--- src/rtl/bstg_pkg.sv ---
// Constants and carrier types for the board status and tick generator block.
// Assumes a single 200 MHz clock and a plain strobe register port.
package bstg_pkg;

  localparam int unsigned BSTG_ADDR_W = 32;
  localparam int unsigned BSTG_DATA_W = 16;

  // Register byte addresses.
  localparam logic [31:0] BSTG_ADDR_SUPPLY = 32'h0f00_0000;
  localparam logic [31:0] BSTG_ADDR_PERIOD = 32'h0f40_0000;
  localparam logic [31:0] BSTG_ADDR_DS_RESET = 32'hf080_0000;
  localparam logic [31:0] BSTG_ADDR_DS_ANALYSE = 32'hf100_0000;
  localparam logic [31:0] BSTG_ADDR_DS_ERROR = 32'hf180_0000;
  localparam logic [31:0] BSTG_ADDR_TICK_DISABLE = 32'hf480_0000;
  localparam logic [31:0] BSTG_ADDR_IRQ_STATUS = 32'hf4c0_0000;
  localparam logic [31:0] BSTG_ADDR_IRQ_CLEAR = 32'hf4c0_0004;
  localparam logic [31:0] BSTG_ADDR_IRQ_ENABLE = 32'hf4c0_0008;

  // Field layout.
  localparam int unsigned BSTG_PERIOD_W = 6;
  localparam int unsigned BSTG_COUNT_W = 10;
  localparam int unsigned BSTG_PRESENCE_LSB = 8;
  localparam int unsigned BSTG_PRESENCE_W = 8;
  localparam logic [3:0] BSTG_PERIOD_LOW_BITS = 4'h0;

  // Reset values.
  localparam logic BSTG_RST_SUPPLY = 1'b0;
  localparam logic BSTG_RST_DS_RESET = 1'b0;
  localparam logic BSTG_RST_DS_ANALYSE = 1'b0;
  localparam logic BSTG_RST_TICK_DISABLE = 1'b1;
  localparam logic [5:0] BSTG_RST_PERIOD = 6'h00;
  localparam logic [15:0] BSTG_ZERO16 = 16'h0000;

  // Interrupt event bits: bit 0 tick, bit 1 downstream error rising.
  localparam int unsigned BSTG_NUM_EVT = 2;
  localparam int unsigned BSTG_EVT_TICK = 0;
  localparam int unsigned BSTG_EVT_DS_ERR = 1;

  // Counting clock: 5 MHz derived from the 200 MHz system clock.
  localparam int unsigned BSTG_CLK_HZ = 200_000_000;
  localparam int unsigned BSTG_TICK_HZ = 5_000_000;
  localparam int unsigned BSTG_TICK_DIV = BSTG_CLK_HZ / BSTG_TICK_HZ;
  localparam int unsigned BSTG_DIV_W = 6;

  // Connector pins, all active low at the pin.
  typedef struct packed {
    logic reset_n;
    logic analyse_n;
  } bstg_conn_out_s;

  typedef struct packed {
    logic error_n;
  } bstg_conn_in_s;

endpackage

--- src/rtl/bstg_top.sv ---
// Board status registers, downstream reset/analyse/error control and periodic tick interrupt.
// Assumes all pin inputs are asynchronous to clk and the register port is clk-synchronous.
//
// Summary of operation
// - Every read returns module presence codes on bits 15:8, module 0 low.
// - An empty socket reads as all ones through pin pull-ups.
// - Presence codes are readable at any time, needing no configuration.
// - Downstream reset, analyse, error serve rear and front connectors together.
// - Writing 1 to downstream reset asserts reset on both connectors.
// - Downstream error reads the OR of rear and front error inputs.
// - Register bits active high, connector pins active low.
// - Tick generator uses a period register and a disable register.
// - Tick counter is ten bits, loaded from the programmed period.
// - Reload is period bits shifted up four, low nibble zero.
// - While enabled the counter decrements once per counting tick to zero.
// - Counting runs at 5 MHz, separate from the register bus rate.
// - At zero the periodic interrupt line is asserted.
// - Next counting tick reloads the counter and clears the interrupt line.
//
// The plain strobed port was chosen for this implementation.
module bstg_top
  import bstg_pkg::*;
#(
  parameter int unsigned TICK_DIV = BSTG_TICK_DIV
) (
  input wire logic clk,
  input wire logic sys_rst,
  input wire logic [BSTG_ADDR_W-1:0] reg_addr,
  input wire logic [BSTG_DATA_W-1:0] reg_wdata,
  input wire logic reg_wr,
  input wire logic reg_rd,
  output logic [BSTG_DATA_W-1:0] reg_rdata,
  input wire logic [3:0] module_presence_code_0,
  input wire logic [3:0] module_presence_code_1,
  output bstg_conn_out_s rear_connector_out,
  output bstg_conn_out_s front_connector_out,
  input wire bstg_conn_in_s rear_connector_in,
  input wire bstg_conn_in_s front_connector_in,
  output logic supply_control,
  output logic periodic_interrupt_line,
  output logic irq
);

  ////////////////////////////////////////////////////////////////////////////
  // Input synchronisers: two stages, the first read only by the second.
  //
  // The presence pins and the error pins come from the board and from a
  // cable, so they can move at any time relative to clk.
  // Each pin passes two flip-flops before any decode logic sees it.
  // The cost is two cycles of latency, which no register read can notice
  // because software reads are far slower than the pins can settle.
  // The presence codes are static in practice, so no attempt is made to
  // keep the eight bits coherent with each other while they change.
  // A word read while a module is being fitted may mix old and new bits.
  // The error pins are sampled separately and only combined after the
  // second stage, so a glitch on one connector cannot race the other.

  logic [BSTG_PRESENCE_W-1:0] pd_meta;
  logic [BSTG_PRESENCE_W-1:0] pd_sync;
  logic [1:0] err_meta;
  logic [1:0] err_sync;
  logic [BSTG_PRESENCE_W-1:0] next_pd_meta;
  logic [BSTG_PRESENCE_W-1:0] next_pd_sync;
  logic [1:0] next_err_meta;
  logic [1:0] next_err_sync;

  always_comb begin
    next_pd_meta = {module_presence_code_1, module_presence_code_0};
    next_pd_sync = pd_meta;
    next_err_meta = {front_connector_in.error_n, rear_connector_in.error_n};
    next_err_sync = err_meta;
  end

  // Presence codes reset to all ones so an empty socket never reads zero.
  always_ff @(posedge clk) begin
    if (sys_rst) begin
      pd_meta <= 8'hff;
      pd_sync <= 8'hff;
      err_meta <= 2'h3;
      err_sync <= 2'h3;
    end else begin
      pd_meta <= next_pd_meta;
      pd_sync <= next_pd_sync;
      err_meta <= next_err_meta;
      err_sync <= next_err_sync;
    end
  end

  logic ds_error;
  assign ds_error = ~err_sync[0] | ~err_sync[1];

  ////////////////////////////////////////////////////////////////////////////
  // Register file.
  //
  // All registers sit on one clk and are written by a single-cycle strobe.
  // Addresses are decoded in full, so a near miss is simply ignored.
  // The single-bit control registers use bit 0 only; the rest of a write
  // word is dropped without complaint.
  // Reads are registered: the answer appears in the cycle after the read
  // strobe and the port returns zero in every other cycle.
  // The upper byte of every read carries the presence codes, including
  // reads of write-only and unmapped addresses, so software can size its
  // memory before it has set anything else up.
  // The interrupt status bits are sticky. A clear written in the same
  // cycle as a new event loses, so no event can slip through unseen.
  // The downstream error read is live rather than sticky: a fault that
  // has gone away reads as zero, and only the status register remembers.

  logic supply_bit;
  logic ds_reset_bit;
  logic ds_analyse_bit;
  logic tick_disable;
  logic [BSTG_PERIOD_W-1:0] tick_period;
  logic [BSTG_NUM_EVT-1:0] irq_status;
  logic [BSTG_NUM_EVT-1:0] irq_enable;
  logic [BSTG_DATA_W-1:0] rdata;
  logic next_supply_bit;
  logic next_ds_reset_bit;
  logic next_ds_analyse_bit;
  logic next_tick_disable;
  logic [BSTG_PERIOD_W-1:0] next_tick_period;
  logic [BSTG_NUM_EVT-1:0] next_irq_status;
  logic [BSTG_NUM_EVT-1:0] next_irq_enable;
  logic [BSTG_DATA_W-1:0] next_rdata;
  logic [BSTG_NUM_EVT-1:0] evt;
  logic ds_error_d;
  logic tick_pulse;

  always_comb begin
    next_supply_bit = supply_bit;
    next_ds_reset_bit = ds_reset_bit;
    next_ds_analyse_bit = ds_analyse_bit;
    next_tick_disable = tick_disable;
    next_tick_period = tick_period;
    next_irq_enable = irq_enable;
    next_irq_status = irq_status;
    if (reg_wr) begin
      case (reg_addr)
        BSTG_ADDR_SUPPLY: next_supply_bit = reg_wdata[0];
        BSTG_ADDR_PERIOD: next_tick_period = reg_wdata[BSTG_PERIOD_W-1:0];
        BSTG_ADDR_DS_RESET: next_ds_reset_bit = reg_wdata[0];
        BSTG_ADDR_DS_ANALYSE: next_ds_analyse_bit = reg_wdata[0];
        BSTG_ADDR_TICK_DISABLE: next_tick_disable = reg_wdata[0];
        BSTG_ADDR_IRQ_CLEAR: next_irq_status = irq_status & ~reg_wdata[BSTG_NUM_EVT-1:0];
        BSTG_ADDR_IRQ_ENABLE: next_irq_enable = reg_wdata[BSTG_NUM_EVT-1:0];
        default: next_irq_status = irq_status;
      endcase
    end
    // A new event wins over a clear written in the same cycle.
    next_irq_status = next_irq_status | evt;

    // Each read carries the presence codes in the upper byte.
    next_rdata = {pd_sync, 8'h00};
    if (reg_rd) begin
      case (reg_addr)
        BSTG_ADDR_SUPPLY: next_rdata[0] = supply_bit;
        BSTG_ADDR_DS_RESET: next_rdata[0] = ds_reset_bit;
        BSTG_ADDR_DS_ANALYSE: next_rdata[0] = ds_analyse_bit;
        BSTG_ADDR_DS_ERROR: next_rdata[0] = ds_error;
        BSTG_ADDR_TICK_DISABLE: next_rdata[0] = tick_disable;
        BSTG_ADDR_IRQ_STATUS: next_rdata[BSTG_NUM_EVT-1:0] = irq_status;
        BSTG_ADDR_IRQ_ENABLE: next_rdata[BSTG_NUM_EVT-1:0] = irq_enable;
        default: next_rdata[0] = 1'b0;
      endcase
    end else begin
      next_rdata = BSTG_ZERO16;
    end
  end

  always_ff @(posedge clk) begin
    if (sys_rst) begin
      supply_bit <= BSTG_RST_SUPPLY;
      ds_reset_bit <= BSTG_RST_DS_RESET;
      ds_analyse_bit <= BSTG_RST_DS_ANALYSE;
      tick_disable <= BSTG_RST_TICK_DISABLE;
      tick_period <= BSTG_RST_PERIOD;
      irq_status <= '0;
      irq_enable <= '0;
      rdata <= BSTG_ZERO16;
    end else begin
      supply_bit <= next_supply_bit;
      ds_reset_bit <= next_ds_reset_bit;
      ds_analyse_bit <= next_ds_analyse_bit;
      tick_disable <= next_tick_disable;
      tick_period <= next_tick_period;
      irq_status <= next_irq_status;
      irq_enable <= next_irq_enable;
      rdata <= next_rdata;
    end
  end

  ////////////////////////////////////////////////////////////////////////////
  // Counting-rate enable: one pulse every TICK_DIV system clocks.
  //
  // The counting rate is made as an enable from clk rather than a second
  // clock, which keeps the whole block in one timing domain.
  // The trade-off is that the counting rate is an exact division of clk;
  // a free-running oscillator with its own drift is not modelled.
  // The divider runs from reset and never stops, so the phase of the
  // first counting pulse after an enable is not fixed.

  logic [BSTG_DIV_W-1:0] div_cnt;
  logic [BSTG_DIV_W-1:0] next_div_cnt;
  logic next_tick_pulse;

  always_comb begin
    if (div_cnt == BSTG_DIV_W'(TICK_DIV - 1)) begin
      next_div_cnt = '0;
      next_tick_pulse = 1'b1;
    end else begin
      next_div_cnt = div_cnt + 1'b1;
      next_tick_pulse = 1'b0;
    end
  end

  always_ff @(posedge clk) begin
    if (sys_rst) begin
      div_cnt <= '0;
      tick_pulse <= 1'b0;
    end else begin
      div_cnt <= next_div_cnt;
      tick_pulse <= next_tick_pulse;
    end
  end

  ////////////////////////////////////////////////////////////////////////////
  // Tick counter. Period and disable are sampled only on the counting
  // pulse, so a register write mid-interval is taken at one clean edge.
  //
  // The machine has three states. Idle waits for the generator to be
  // switched on and then loads the counter. Count walks the value down
  // by one per counting pulse. Fire holds the interrupt line for one
  // counting period and then reloads for the next interval.
  // One interval is therefore the reload value plus two counting pulses.
  // A period write while counting is not seen until the next reload,
  // so a running interval is never cut short by software.
  // A period of zero gives the shortest legal interval of two pulses.
  // Switching the generator off always returns to idle, so switching it
  // back on starts a fresh interval from the programmed period.
  // The line is forced low when the generator is off, whatever the state,
  // so a stale pulse cannot linger after software has stopped it.

  typedef enum logic [1:0] {
    BSTG_ST_IDLE = 2'b00,
    BSTG_ST_COUNT = 2'b01,
    BSTG_ST_FIRE = 2'b10
  } bstg_tick_state_e;

  bstg_tick_state_e tick_state;
  bstg_tick_state_e next_tick_state;
  logic [BSTG_COUNT_W-1:0] tick_count;
  logic [BSTG_COUNT_W-1:0] next_tick_count;
  logic tick_line;
  logic next_tick_line;
  logic [BSTG_COUNT_W-1:0] reload_value;

  assign reload_value = {tick_period, BSTG_PERIOD_LOW_BITS};

  always_comb begin
    next_tick_state = tick_state;
    next_tick_count = tick_count;
    next_tick_line = tick_line;
    if (tick_pulse) begin
      if (tick_disable) begin
        next_tick_state = BSTG_ST_IDLE;
        next_tick_line = 1'b0;
      end else begin
        case (tick_state)
          BSTG_ST_IDLE: begin
            next_tick_count = reload_value;
            next_tick_state = BSTG_ST_COUNT;
          end
          BSTG_ST_COUNT: begin
            if (tick_count == '0) begin
              next_tick_line = 1'b1;
              next_tick_state = BSTG_ST_FIRE;
            end else begin
              next_tick_count = tick_count - 1'b1;
            end
          end
          BSTG_ST_FIRE: begin
            next_tick_count = reload_value;
            next_tick_line = 1'b0;
            next_tick_state = BSTG_ST_COUNT;
          end
          default: next_tick_state = BSTG_ST_IDLE;
        endcase
      end
    end
  end

  always_ff @(posedge clk) begin
    if (sys_rst) begin
      tick_state <= BSTG_ST_IDLE;
      tick_count <= '0;
      tick_line <= 1'b0;
    end else begin
      tick_state <= next_tick_state;
      tick_count <= next_tick_count;
      tick_line <= next_tick_line;
    end
  end

  ////////////////////////////////////////////////////////////////////////////
  // Events and registered outputs.
  //
  // Every output of the block comes straight from a flip-flop.
  // The outputs are built from the next-state values, so a write shows on
  // the pins at the same edge as it lands in its register.
  // The connector pins are active low; the inversion is done once here,
  // ahead of the output flops, so both connectors see the same value.
  // The tick event is taken from the rising edge of the line, and the
  // error event from the rising edge of the combined error.
  // The error edge detector resets to the idle level of the error, so
  // no false event follows the release of reset.

  always_comb begin
    evt = '0;
    evt[BSTG_EVT_TICK] = next_tick_line & ~tick_line;
    evt[BSTG_EVT_DS_ERR] = ds_error & ~ds_error_d;
  end

  bstg_conn_out_s next_conn;
  logic next_irq;

  always_comb begin
    next_conn.reset_n = ~next_ds_reset_bit;
    next_conn.analyse_n = ~next_ds_analyse_bit;
    next_irq = |(next_irq_status & next_irq_enable);
  end

  // Both connectors are fed from one value so they never differ.
  always_ff @(posedge clk) begin
    if (sys_rst) begin
      rear_connector_out <= '1;
      front_connector_out <= '1;
      supply_control <= BSTG_RST_SUPPLY;
      periodic_interrupt_line <= 1'b0;
      irq <= 1'b0;
      ds_error_d <= 1'b0;
    end else begin
      rear_connector_out <= next_conn;
      front_connector_out <= next_conn;
      supply_control <= next_supply_bit;
      periodic_interrupt_line <= next_tick_line;
      irq <= next_irq;
      ds_error_d <= ds_error;
    end
  end

  // The read port is a plain copy of the read flop, so it stands for
  // exactly one cycle after each read and is zero otherwise.
  assign reg_rdata = rdata;

endmodule

--- config.mk ---
export PLATFORM = sky130hd
export DESIGN_NAME = bstg_top
export DESIGN_NICKNAME = d
export VERILOG_FILES = /design/src/rtl/bstg_pkg.sv /design/src/rtl/bstg_top.sv
export SDC_FILE = /design/constraint.sdc
export NUM_CORES = 1
export LEC_CHECK = 0
export BUFFER_PORTS_ARGS = -buffer_cell sky130_fd_sc_hd__buf_2
export CORE_ASPECT_RATIO = 1.25
export CORE_UTILIZATION = 51
export CTS_CLUSTER_SIZE = 10
export DETAILED_ROUTE_END_ITERATION = 12
export PLACE_DENSITY = 0.79
export SYNTH_ARGS = -nofsm -noshare
export SYNTH_HDL_FRONTEND = slang
export SYNTH_SLANG_ARGS = --single-unit
--- constraint.sdc ---
create_clock -name clk -period 2.8 [get_ports clk]
set_clock_uncertainty 0.1 [all_clocks]
set_input_delay 0.56 -clock clk [delete_from_list [all_inputs] [get_ports clk]]
set_output_delay 0.56 -clock clk [all_outputs]
set_load 0.02 [all_outputs]
==> impl_metrics.yaml, run 1 <==
status:
  outcome: "finished, final reports clean"
cells_and_area:
  area_growth_pct: 20.3
  diodes: 0
  mostFrequentLayoutCells: "68 x dfxtp_1, 68 x buf_2, 29 x nor2_1"
  nFillCells: 446
  nets: 447
  drive_gt1_share_pct: 31.9
synth:
  synth-edff-count: 0
  async_flop_share_pct: 0
  ys_ff_latch: 68
  synth_seq_area_share_pct: 47.1
  netlist_instances: 307
  yosys_warnings: 0
  syn_avg_cell_area_um2: 9.42
  ys_types: 53
  synth_flop_cell: "dfxtp_1"
  syn_area_um2: 2890
sta:
  worst_pin_slew_ns: 0.614
  slew_violations: 0
  fin_crit_sh_pct: 81.7
  holdWs_ns: 0.298
  fmax_mhz: 437
  setup_tns_ns: 0
  fin_crit_ns: 2.29
  rsz0062_at_grt: "false"
  setup_viol_count_final: 0
  slew_headroom_pct: 58.9
  hold_violations: 0
hold_path:
  hold_class: "in2reg"
  min-delay-start: "module_presence_code_0[3]"
  min_path_cells: 2
  whs_endpoint: "next_pd_sync[3]$_SDFF_PP1_"
detailed_routing:
  dr_total_vias: 2346
  route.detailed.drc: 0
  routedWlPerCell_um: 12.5
  ant_nets: 0
  dr_wl_met3_um: 230
  wirelength_um: 5600
  viasPerCell: 5.25
  drt_iter0_drc: 111
  dr_wl_met2_um: 2970
  met1Wirelength_um: 2360
  drtPass1Iterations: 4
  routed.top_layer: "met4"
worst_setup_path:
  startpoint_type: "input pin"
  timing.rr.start: "tick_count[0]$_SDFFE_PP0P_"
  cp_max_fo: 4
  reg2reg_slack_ns: 0.74
  r2r_cells: 7
  critPathKind: "in2reg"
  crit_arrival_ns: 2.42
  crit_required_ns: 2.93
  r2r_end: "tick_count[8]$_SDFFE_PP0P_"
  crit_path_end_kind: "register"
cts:
  clock_sinks: 68
  clock_latency_ns: 0.34
  cts.repair.resized: 0
  h-tree-depth: 3
  cts.reportedPaths.clkPinSlew_ns: 0.08
  cts-root-buf: "clkbuf_8"
  clock_path_buffers: 2
  cts_tree: "built"
  postCtsSetupBuffers: 0
  numCtsBuffers: 9
  hold_buffers: 0
placed_design:
  routabilityCongestion: 0.829
  numPortBuffers: 68
  dp_hpwl_um: 4160
floorplanning:
  rows: 30
  die_h_um: 86.2
  io_pins: 85
  start_util_pct: 53.1
  fp.coreArea_um2: 5440
  dieArea_um2: 5980
  die_w_um: 69.3
global_route:
  antenna_found_initial: 0
  grt_pass1_vias: 2248
  grt_max_degree: 35
  grt_pass1_wl_um: 9290
  grt_usage_pct: 19.5
  grt-ovfl-total: 0
power_and_ir_drop:
  clkPwrFrac_pct: 42.4
  internal_power_w: 0.00147
  seqPwrFrac_pct: 51.4
  combPwrFrac_pct: 6.2
  p_per_area_nw_per_um2: 558
  switching_share_pct: 24.1
  cellLeakagePower_nw: 1.47
  power_w: 0.00194
  peakVddDrop_mv: 0.298
  netSwitchingPower_w: 0.000468
job:
  cap_violations: 0
metal layers:
| metal | vias to the layer above | GRT usage [%] |
|---|---|---|
| met3 | 4 | 5.93 |
| met4 | 0 | 7.42 |
| met5 | - | 0 |
| met2 | 52 | 36.3 |
| met1 | 1091 | 20.5 |
| li1 | 1199 | - |
flip-flops by register name, indices dropped and copies added, names as in the netlist:
name	cells
reg_rdata	10
tick_count	10
next_pd_sync	8
pd_sync	8
div_cnt	6
tick_period	6
err_meta	2
err_sync	2
front_connector_out	2
irq_enable	2
irq_status	2
tick_state	2
ds_analyse_bit	1
ds_error_d	1
ds_reset_bit	1
irq	1
periodic_interrupt_line	1
supply_control	1
tick_disable	1
tick_pulse	1
power groups by stage:
stage / combinational, W / sequential [W] / clock, W
2_1_floorplan: 0.0000627 / 0.00103 / 0
3_3_place_gp: 0.000116 / 0.00102 / 0
3_5_place_dp: 0.000120 / 0.00102 / 0
4_1_cts: 0.000121 / 0.000999 / 0.000845
5_1_grt: 0.000133 / 0.00100 / 0.000888
6_report: 0.000120 / 0.000999 / 0.000823
Yosys cell counts (all sizes together), types with 2 or more instances:
cell type	number	area, um2
nor2b	7	43.8
nand2	13	48.8
nand4b	2	17.5
and3	4	25.0
a22o	3	26.3
mux2	4	45.0
nor2	29	109
dfxtp	68	1360
xor2	2	17.5
or3	2	17.5
ha	7	87.6
nand4	7	43.8
o21a	2	15.0
buf	10	72.6
nor4	9	71.3
nand2b	3	18.8
a31oi	3	18.8
or2	22	138
a211oi	3	22.5
mux2i	13	130
and4	2	18.8
nor4b	2	32.5
a21oi	17	85.1
nor3	7	35.0
a211o	2	17.5
o21ai	11	55.1
xnor2	2	17.5
inv	8	30.0
clkbuf	10	37.5
and2	9	56.3
nand3	8	40.0
cell families after synthesis:
| logic type | after synthesis | synth area share, % |
|---|---|---|
| AOI/OAI and AO/OA | 48 | 10.3 |
| xor gates and xnor gates | 4 | 1.21 |
| adders and majority gates | 7 | 3.03 |
| buffers and inverters | 28 | 4.85 |
| DFF | 68 | 47.1 |
| muxes | 17 | 6.06 |
| other | 1 | 0.130 |
| and+or+nand+nor | 134 | 27.4 |
per-stage QoR:
step | std cells | setup WS [ns] | instance area (um2) | util (%)
2_1_floorplan | 312 | 0.312 | 2910 | -
3_3_place_gp | 431 | 0.162 | 3270 | 60.1
3_5_place_dp | 431 | 0.150 | 3270 | 60.1
4_1_cts | 447 | 0.519 | 3480 | 63.9
5_1_grt | 447 | 0.424 | 3480 | 63.9
6_report | 447 | 0.512 | 3480 | 63.9
area by class of cell:
type	count	area (um2)	share of cell area [%]
Inverter	8	30.0	0.863
Clock inverter	7	82.6	2.37
Multi-Input combinational cell	216	1410	40.5
Clock buffer	9	124	3.56
Sequential cell	68	1360	39.1
Timing Repair Buffer	75	393	11.3
Tap cell	64	80.1	2.30
how the worst max path moves through the flow:
| stage | from | endpoint | slack, ns | cells past startpoint |
|---|---|---|---|---|
| 2_1_floorplan | reg_addr[17] | ds_analyse_bit$_SDFF_PP0_ | 0.31 | 5 |
| 3_3_place_gp | reg_addr[17] | ds_reset_bit$_SDFF_PP0_ | 0.16 | 6 |
| 3_5_place_dp | reg_addr[17] | ds_reset_bit$_SDFF_PP0_ | 0.15 | 6 |
| 4_1_cts | reg_addr[17] | ds_reset_bit$_SDFF_PP0_ | 0.52 | 6 |
| 5_1_grt | reg_addr[17] | ds_reset_bit$_SDFF_PP0_ | 0.42 | 6 |
| 6_report | reg_addr[17] | ds_reset_bit$_SDFF_PP0_ | 0.51 | 6 |
critical path, stage by stage:
cell     delay, ns
buf_2         0.10
or4_4         0.53
or3_4         0.38
nor4_4        0.30
nand4_1       0.21
mux2_1        0.34
Power figures use the tool's default switching activity.
==> run 2, diff against run 1 <==
--- a/config.mk
+++ b/config.mk
@@ -7,10 +7,10 @@
 export LEC_CHECK = 0
 export BUFFER_PORTS_ARGS = -buffer_cell sky130_fd_sc_hd__buf_2
 export CORE_ASPECT_RATIO = 1.25
-export CORE_UTILIZATION = 51
+export CORE_UTILIZATION = 46
 export CTS_CLUSTER_SIZE = 10
 export DETAILED_ROUTE_END_ITERATION = 12
-export PLACE_DENSITY = 0.79
+export PLACE_DENSITY = 0.75
 export SYNTH_ARGS = -nofsm -noshare
 export SYNTH_HDL_FRONTEND = slang
 export SYNTH_SLANG_ARGS = --single-unit
==> constraint.sdc (replaced) <==
create_clock -name clk -period 1.9 [get_ports clk]
set_clock_uncertainty 0.1 [all_clocks]
set_input_delay 0.38 -clock clk [delete_from_list [all_inputs] [get_ports clk]]
set_output_delay 0.38 -clock clk [all_outputs]
set_load 0.02 [all_outputs]
==> run 2 against run 1 <==
Net effect: the run now ends with setup timing left; setup slack got worse by 0.63 ns; sequential share of layout area decreased by 2.7 points; routed wire length rose by 6.3%; non-clock buffer count is 23 higher; highest routed layer unchanged; sequential power is 47% higher; critical path type unchanged; largest cell class unchanged.
==> impl_metrics.yaml, run 2 (same netlist as run 1, synthesis figures left out) <==
detailed_routing:
  drtPass1Iterations: 4
  dr_total_vias: 2461
  viasPerCell: 5.04
  wirelength_um: 5960
  dr_wl_met3_um: 187
  drt_iter0_drc: 86
  ant_nets: 0
  routedWlPerCell_um: 12.2
  dr_wl_met2_um: 3220
  route.detailed.drc: 0
  met1Wirelength_um: 2460
  routed.top_layer: "met4"
cts:
  clock_path_buffers: 2
  cts-root-buf: "clkbuf_8"
  clock_latency_ns: 0.34
  h-tree-depth: 3
  clock_sinks: 68
  numCtsBuffers: 9
  cts.reportedPaths.clkPinSlew_ns: 0.08
  cts_tree: "built"
  hold_buffers: 0
worst_setup_path:
  critPathKind: "in2reg"
  slowest_stage: "or4_4"
  crit_chain: "buf_6 > or4_4 > or3_4 > nor4_4 > nand4_1 > mux2_1"
  startpoint_type: "input pin"
  cp_slowest_stage_delay_ns: 0.52
  critPathTopFamily: "simple AND/OR/NAND/NOR gates"
  critPathBufInv: 1
  cp_max_fo: 4
  crit_path_end_kind: "register"
  crit_required_ns: 2.03
  crit_arrival_ns: 2.15
floorplanning:
  rows: 31
  die_w_um: 72.9
  dieArea_um2: 6610
  die_h_um: 90.6
  start_util_pct: 48.7
  fp.coreArea_um2: 5930
  io_pins: 85
sta:
  fmax_mhz: 495
  worst_slack_ns: -0.121
  setup_viol_count_final: 11
  holdWs_ns: 0.110
  rsz0062_at_grt: "true"
  fin_crit_ns: 2.02
  slew_violations: 0
  fin_crit_sh_pct: 106
  hold_violations: 0
placed_design:
  numPortBuffers: 68
  dp_hpwl_um: 4390
  routabilityCongestion: 0.860
  placed_area_um2: 3470
cells_and_area:
  drive_gt1_share_pct: 38.4
  diodes: 0
  design_area_um2: 3750
  mostFrequentLayoutCells: "67 x buf_2, 66 x dfxtp_1, 29 x nor2_1"
  nFillCells: 507
  multi_input_area_um2: 1460
  nets: 470
  fin_util_pct: 63.2
  area_growth_pct: 29.6
  seq_area_um2: 1360
  final_common_cell: "buf_2"
job:
  cap_violations: 0
power_and_ir_drop:
  p_per_area_nw_per_um2: 771
  cellLeakagePower_nw: 1.60
  power_w: 0.00289
  peakVddDrop_mv: 0.401
global_route:
  grt_pass1_vias: 2325
  grt-ovfl-total: 0
  antenna_found_initial: 0
  grt_max_degree: 29
  grt_usage_pct: 18.6
  grt_pass1_wl_um: 9570
status:
  violations: "setup timing"
  outcome: "finished with violations"
hold_path:
  hold_class: "in2reg"
## run 2: path summary, 6_finish.rpt
check | slack [ns] | endpoint | cells past startpoint | from
worst max-delay path | -0.12 | ds_analyse_bit$_SDFF_PP0_ | 6 | reg_addr[17]
worst min-delay path | 0.11 | next_pd_sync[0]$_SDFF_PP1_ | 2 | module_presence_code_0[0]
worst max register to register | 0.08 | tick_count[6]$_SDFFE_PP0P_ | 8 | tick_count[1]$_SDFFE_PP0P_
worst min register to register | 0.31 | pd_sync[3]$_SDFF_PP1_ | 1 | next_pd_sync[3]$_SDFF_PP1_
## run 2: layer usage
metal | vias to the layer above | GRT usage, %
li1 | 1249 | -
met1 | 1154 | 19.8
met2 | 48 | 33.6
met3 | 10 | 4.80
met4 | 0 | 8.01
met5 | - | 0
## run 2: repair_timing
item / CTS / global route
resized for setup: 7 / 8
setup buffers: 0 / 1
pin swaps: 4 / 6
endpoints found under the setup margin: 14 / 19
## run 2: where the power goes
group          switching, W  total (W)  internal (W)
registers         0.0000117    0.00147       0.00146
logic             0.0000979   0.000191     0.0000927
clock network      0.000599    0.00123      0.000628
## run 2: cell type report
cell class	instances	area share, %
timing repair buffer	98	15.7
multi-input combinational	216	38.9
clock inverter	7	2.20
inverter	8	0.801
clock buffer	9	3.30
sequential	68	36.4
tap	82	2.74
## run 2: metrics by stage
stage / worst slack (ns) / cells / setup TNS (ns)
after floorplan: -0.404 / 312 / -4.07
after global placement: -0.521 / 471 / -6.55
after detailed placement: -0.568 / 471 / -7.26
after CTS: -0.119 / 487 / -0.448
after global routing: -0.193 / 488 / -1.36
final: -0.121 / 488 / -0.633
==> run 3, diff against run 2 <==
--- a/config.mk
+++ b/config.mk
@@ -10,7 +10,10 @@
 export CORE_UTILIZATION = 46
 export CTS_CLUSTER_SIZE = 10
 export DETAILED_ROUTE_END_ITERATION = 12
+export HOLD_SLACK_MARGIN = 0.02
 export PLACE_DENSITY = 0.75
+export RECOVER_POWER = 50
+export SLEW_MARGIN = 30
 export SYNTH_ARGS = -nofsm -noshare
 export SYNTH_HDL_FRONTEND = slang
 export SYNTH_SLANG_ARGS = --single-unit
==> run 3 against run 2 <==
Net effect: the flow still finishes with violations (setup timing); routed wire length barely moved; critical path depth did not move; count of clock-buffer cells in the layout did not move; flip-flop and latch count did not move; largest cell class unchanged.
==> impl_metrics.yaml, run 3 (same netlist as run 1, synthesis figures left out) <==
cts:
  clock_sinks: 68
  hold_buffers: 0
  numCtsBuffers: 9
  cts.reportedPaths.clkPinSlew_ns: 0.08
  clock_path_buffers: 2
  cts_tree: "built"
  h-tree-depth: 3
  clock_latency_ns: 0.34
  cts-root-buf: "clkbuf_8"
worst_setup_path:
  r2r_cells: 8
  critPathKind: "in2reg"
  crit_path_end_kind: "register"
  crit_arrival_ns: 2.16
  reg2reg_slack_ns: 0.03
  startpoint_type: "input pin"
  critPathBufInv: 1
  critPathTopFamily: "simple AND/OR/NAND/NOR gates"
  crit_chain: "buf_6 > or4_4 > or3_4 > nor4_4 > nand4_1 > mux2_1"
  cp_max_fo: 4
  worst-path-stages: 6
  cp_slowest_stage_delay_ns: 0.52
  slowest_stage: "or4_4"
  crit_required_ns: 2.02
power_and_ir_drop:
  power_w: 0.00289
  peakVddDrop_mv: 0.402
  cellLeakagePower_nw: 1.58
  p_per_area_nw_per_um2: 773
cells_and_area:
  area_growth_pct: 29.3
  nets: 470
  seq_area_um2: 1360
  diodes: 0
  final_common_cell: "dfxtp_1"
  multi_input_area_um2: 1460
  drive_gt1_share_pct: 37.2
  finalNonFillerCells: 488
  nFillCells: 509
  mostFrequentLayoutCells: "66 x dfxtp_1, 64 x buf_2, 29 x nor2_1"
sta:
  fmax_mhz: 492
  worst_pin_slew_ns: 0.952
  slew_violations: 0
  worst_slack_ns: -0.133
  setup_viol_count_final: 12
  slew_headroom_pct: 36.5
  rsz0062_at_grt: "true"
  fin_crit_ns: 2.03
  fin_crit_sh_pct: 107
  holdWs_ns: 0.115
  hold_violations: 0
detailed_routing:
  dr_total_vias: 2465
  routedWlPerCell_um: 12.2
  ant_nets: 0
  route.detailed.drc: 0
  wirelength_um: 5960
  viasPerCell: 5.05
  drt_iter0_drc: 64
  drtPass1Iterations: 5
floorplanning:
  start_util_pct: 48.7
  rows: 31
  die_h_um: 90.6
  fp.coreArea_um2: 5930
  die_w_um: 72.9
  dieArea_um2: 6610
  io_pins: 85
global_route:
  antenna_found_initial: 0
  met2_usage_pct: 33.6
  grt_pass1_wl_um: 9570
  grt-ovfl-total: 0
  gr-max-usage-layer: "met2"
  grt_usage_pct: 18.6
  grt_max_degree: 29
  grtUsageMet1_pct: 19.8
  met3_usage_pct: 4.80
  grt_pass1_vias: 2325
placed_design:
  numPortBuffers: 68
  dp_hpwl_um: 4390
  placed_cells: 471
  routabilityCongestion: 0.860
  pre_cts_slack_ns: -0.568
hold_path:
  hold_class: "in2reg"
  min_path_cells: 2
status:
  violations: "setup timing"
  outcome: "finished with violations"
job:
  cap_violations: 0
[run 3: cell type report]
type                    instances  area share, %
flip-flops and latches         68           36.5
clock buffers                   9           3.31
clock inverters                 7           2.21
repair buffers                 98           15.4
inverters                       8          0.803
well taps                      82           2.75
multi-input cells             216           39.0
[run 3: per-stage QoR]
step | util (%) | cell area, um2 | setup TNS (ns)
after floorplan | - | 2920 | -4.07
after global placement | 58.5 | 3470 | -6.55
after detailed placement | 58.5 | 3470 | -7.26
after CTS | 62.5 | 3710 | -0.448
after global routing | 63.0 | 3740 | -1.46
final | 63.0 | 3740 | -0.713
[run 3: path summary, 6_finish.rpt]
| check | start | endpoint |
|---|---|---|
| hold reg to reg | next_pd_sync[3]$_SDFF_PP1_ | pd_sync[3]$_SDFF_PP1_ |
| setup reg to reg | tick_count[1]$_SDFFE_PP0P_ | tick_count[8]$_SDFFE_PP0P_ |
| hold / removal | module_presence_code_0[0] | next_pd_sync[0]$_SDFF_PP1_ |
| setup / recovery | reg_addr[17] | ds_analyse_bit$_SDFF_PP0_ |
[run 3: repair_timing]
| action | in CTS | in global routing |
|---|---|---|
| pin swaps | 4 | 6 |
| setup buffers | 0 | 1 |
| gates cloned | 0 | 0 |
| setup endpoints to repair | 14 | 19 |
| resized for setup | 7 | 8 |
[run 3: layer usage]
metal,vias up,share of wire (%)
li1,1247,-
met1,1161,41
met2,50,54
met3,7,3.1
met4,0,1.0
met5,-,0
[run 3: where the power goes]
group,internal [W],switching [W],total (W)
sequential,0.00146,0.0000118,0.00147
clock,0.000628,0.000599,0.00123
combinational,0.0000903,0.0000975,0.000188
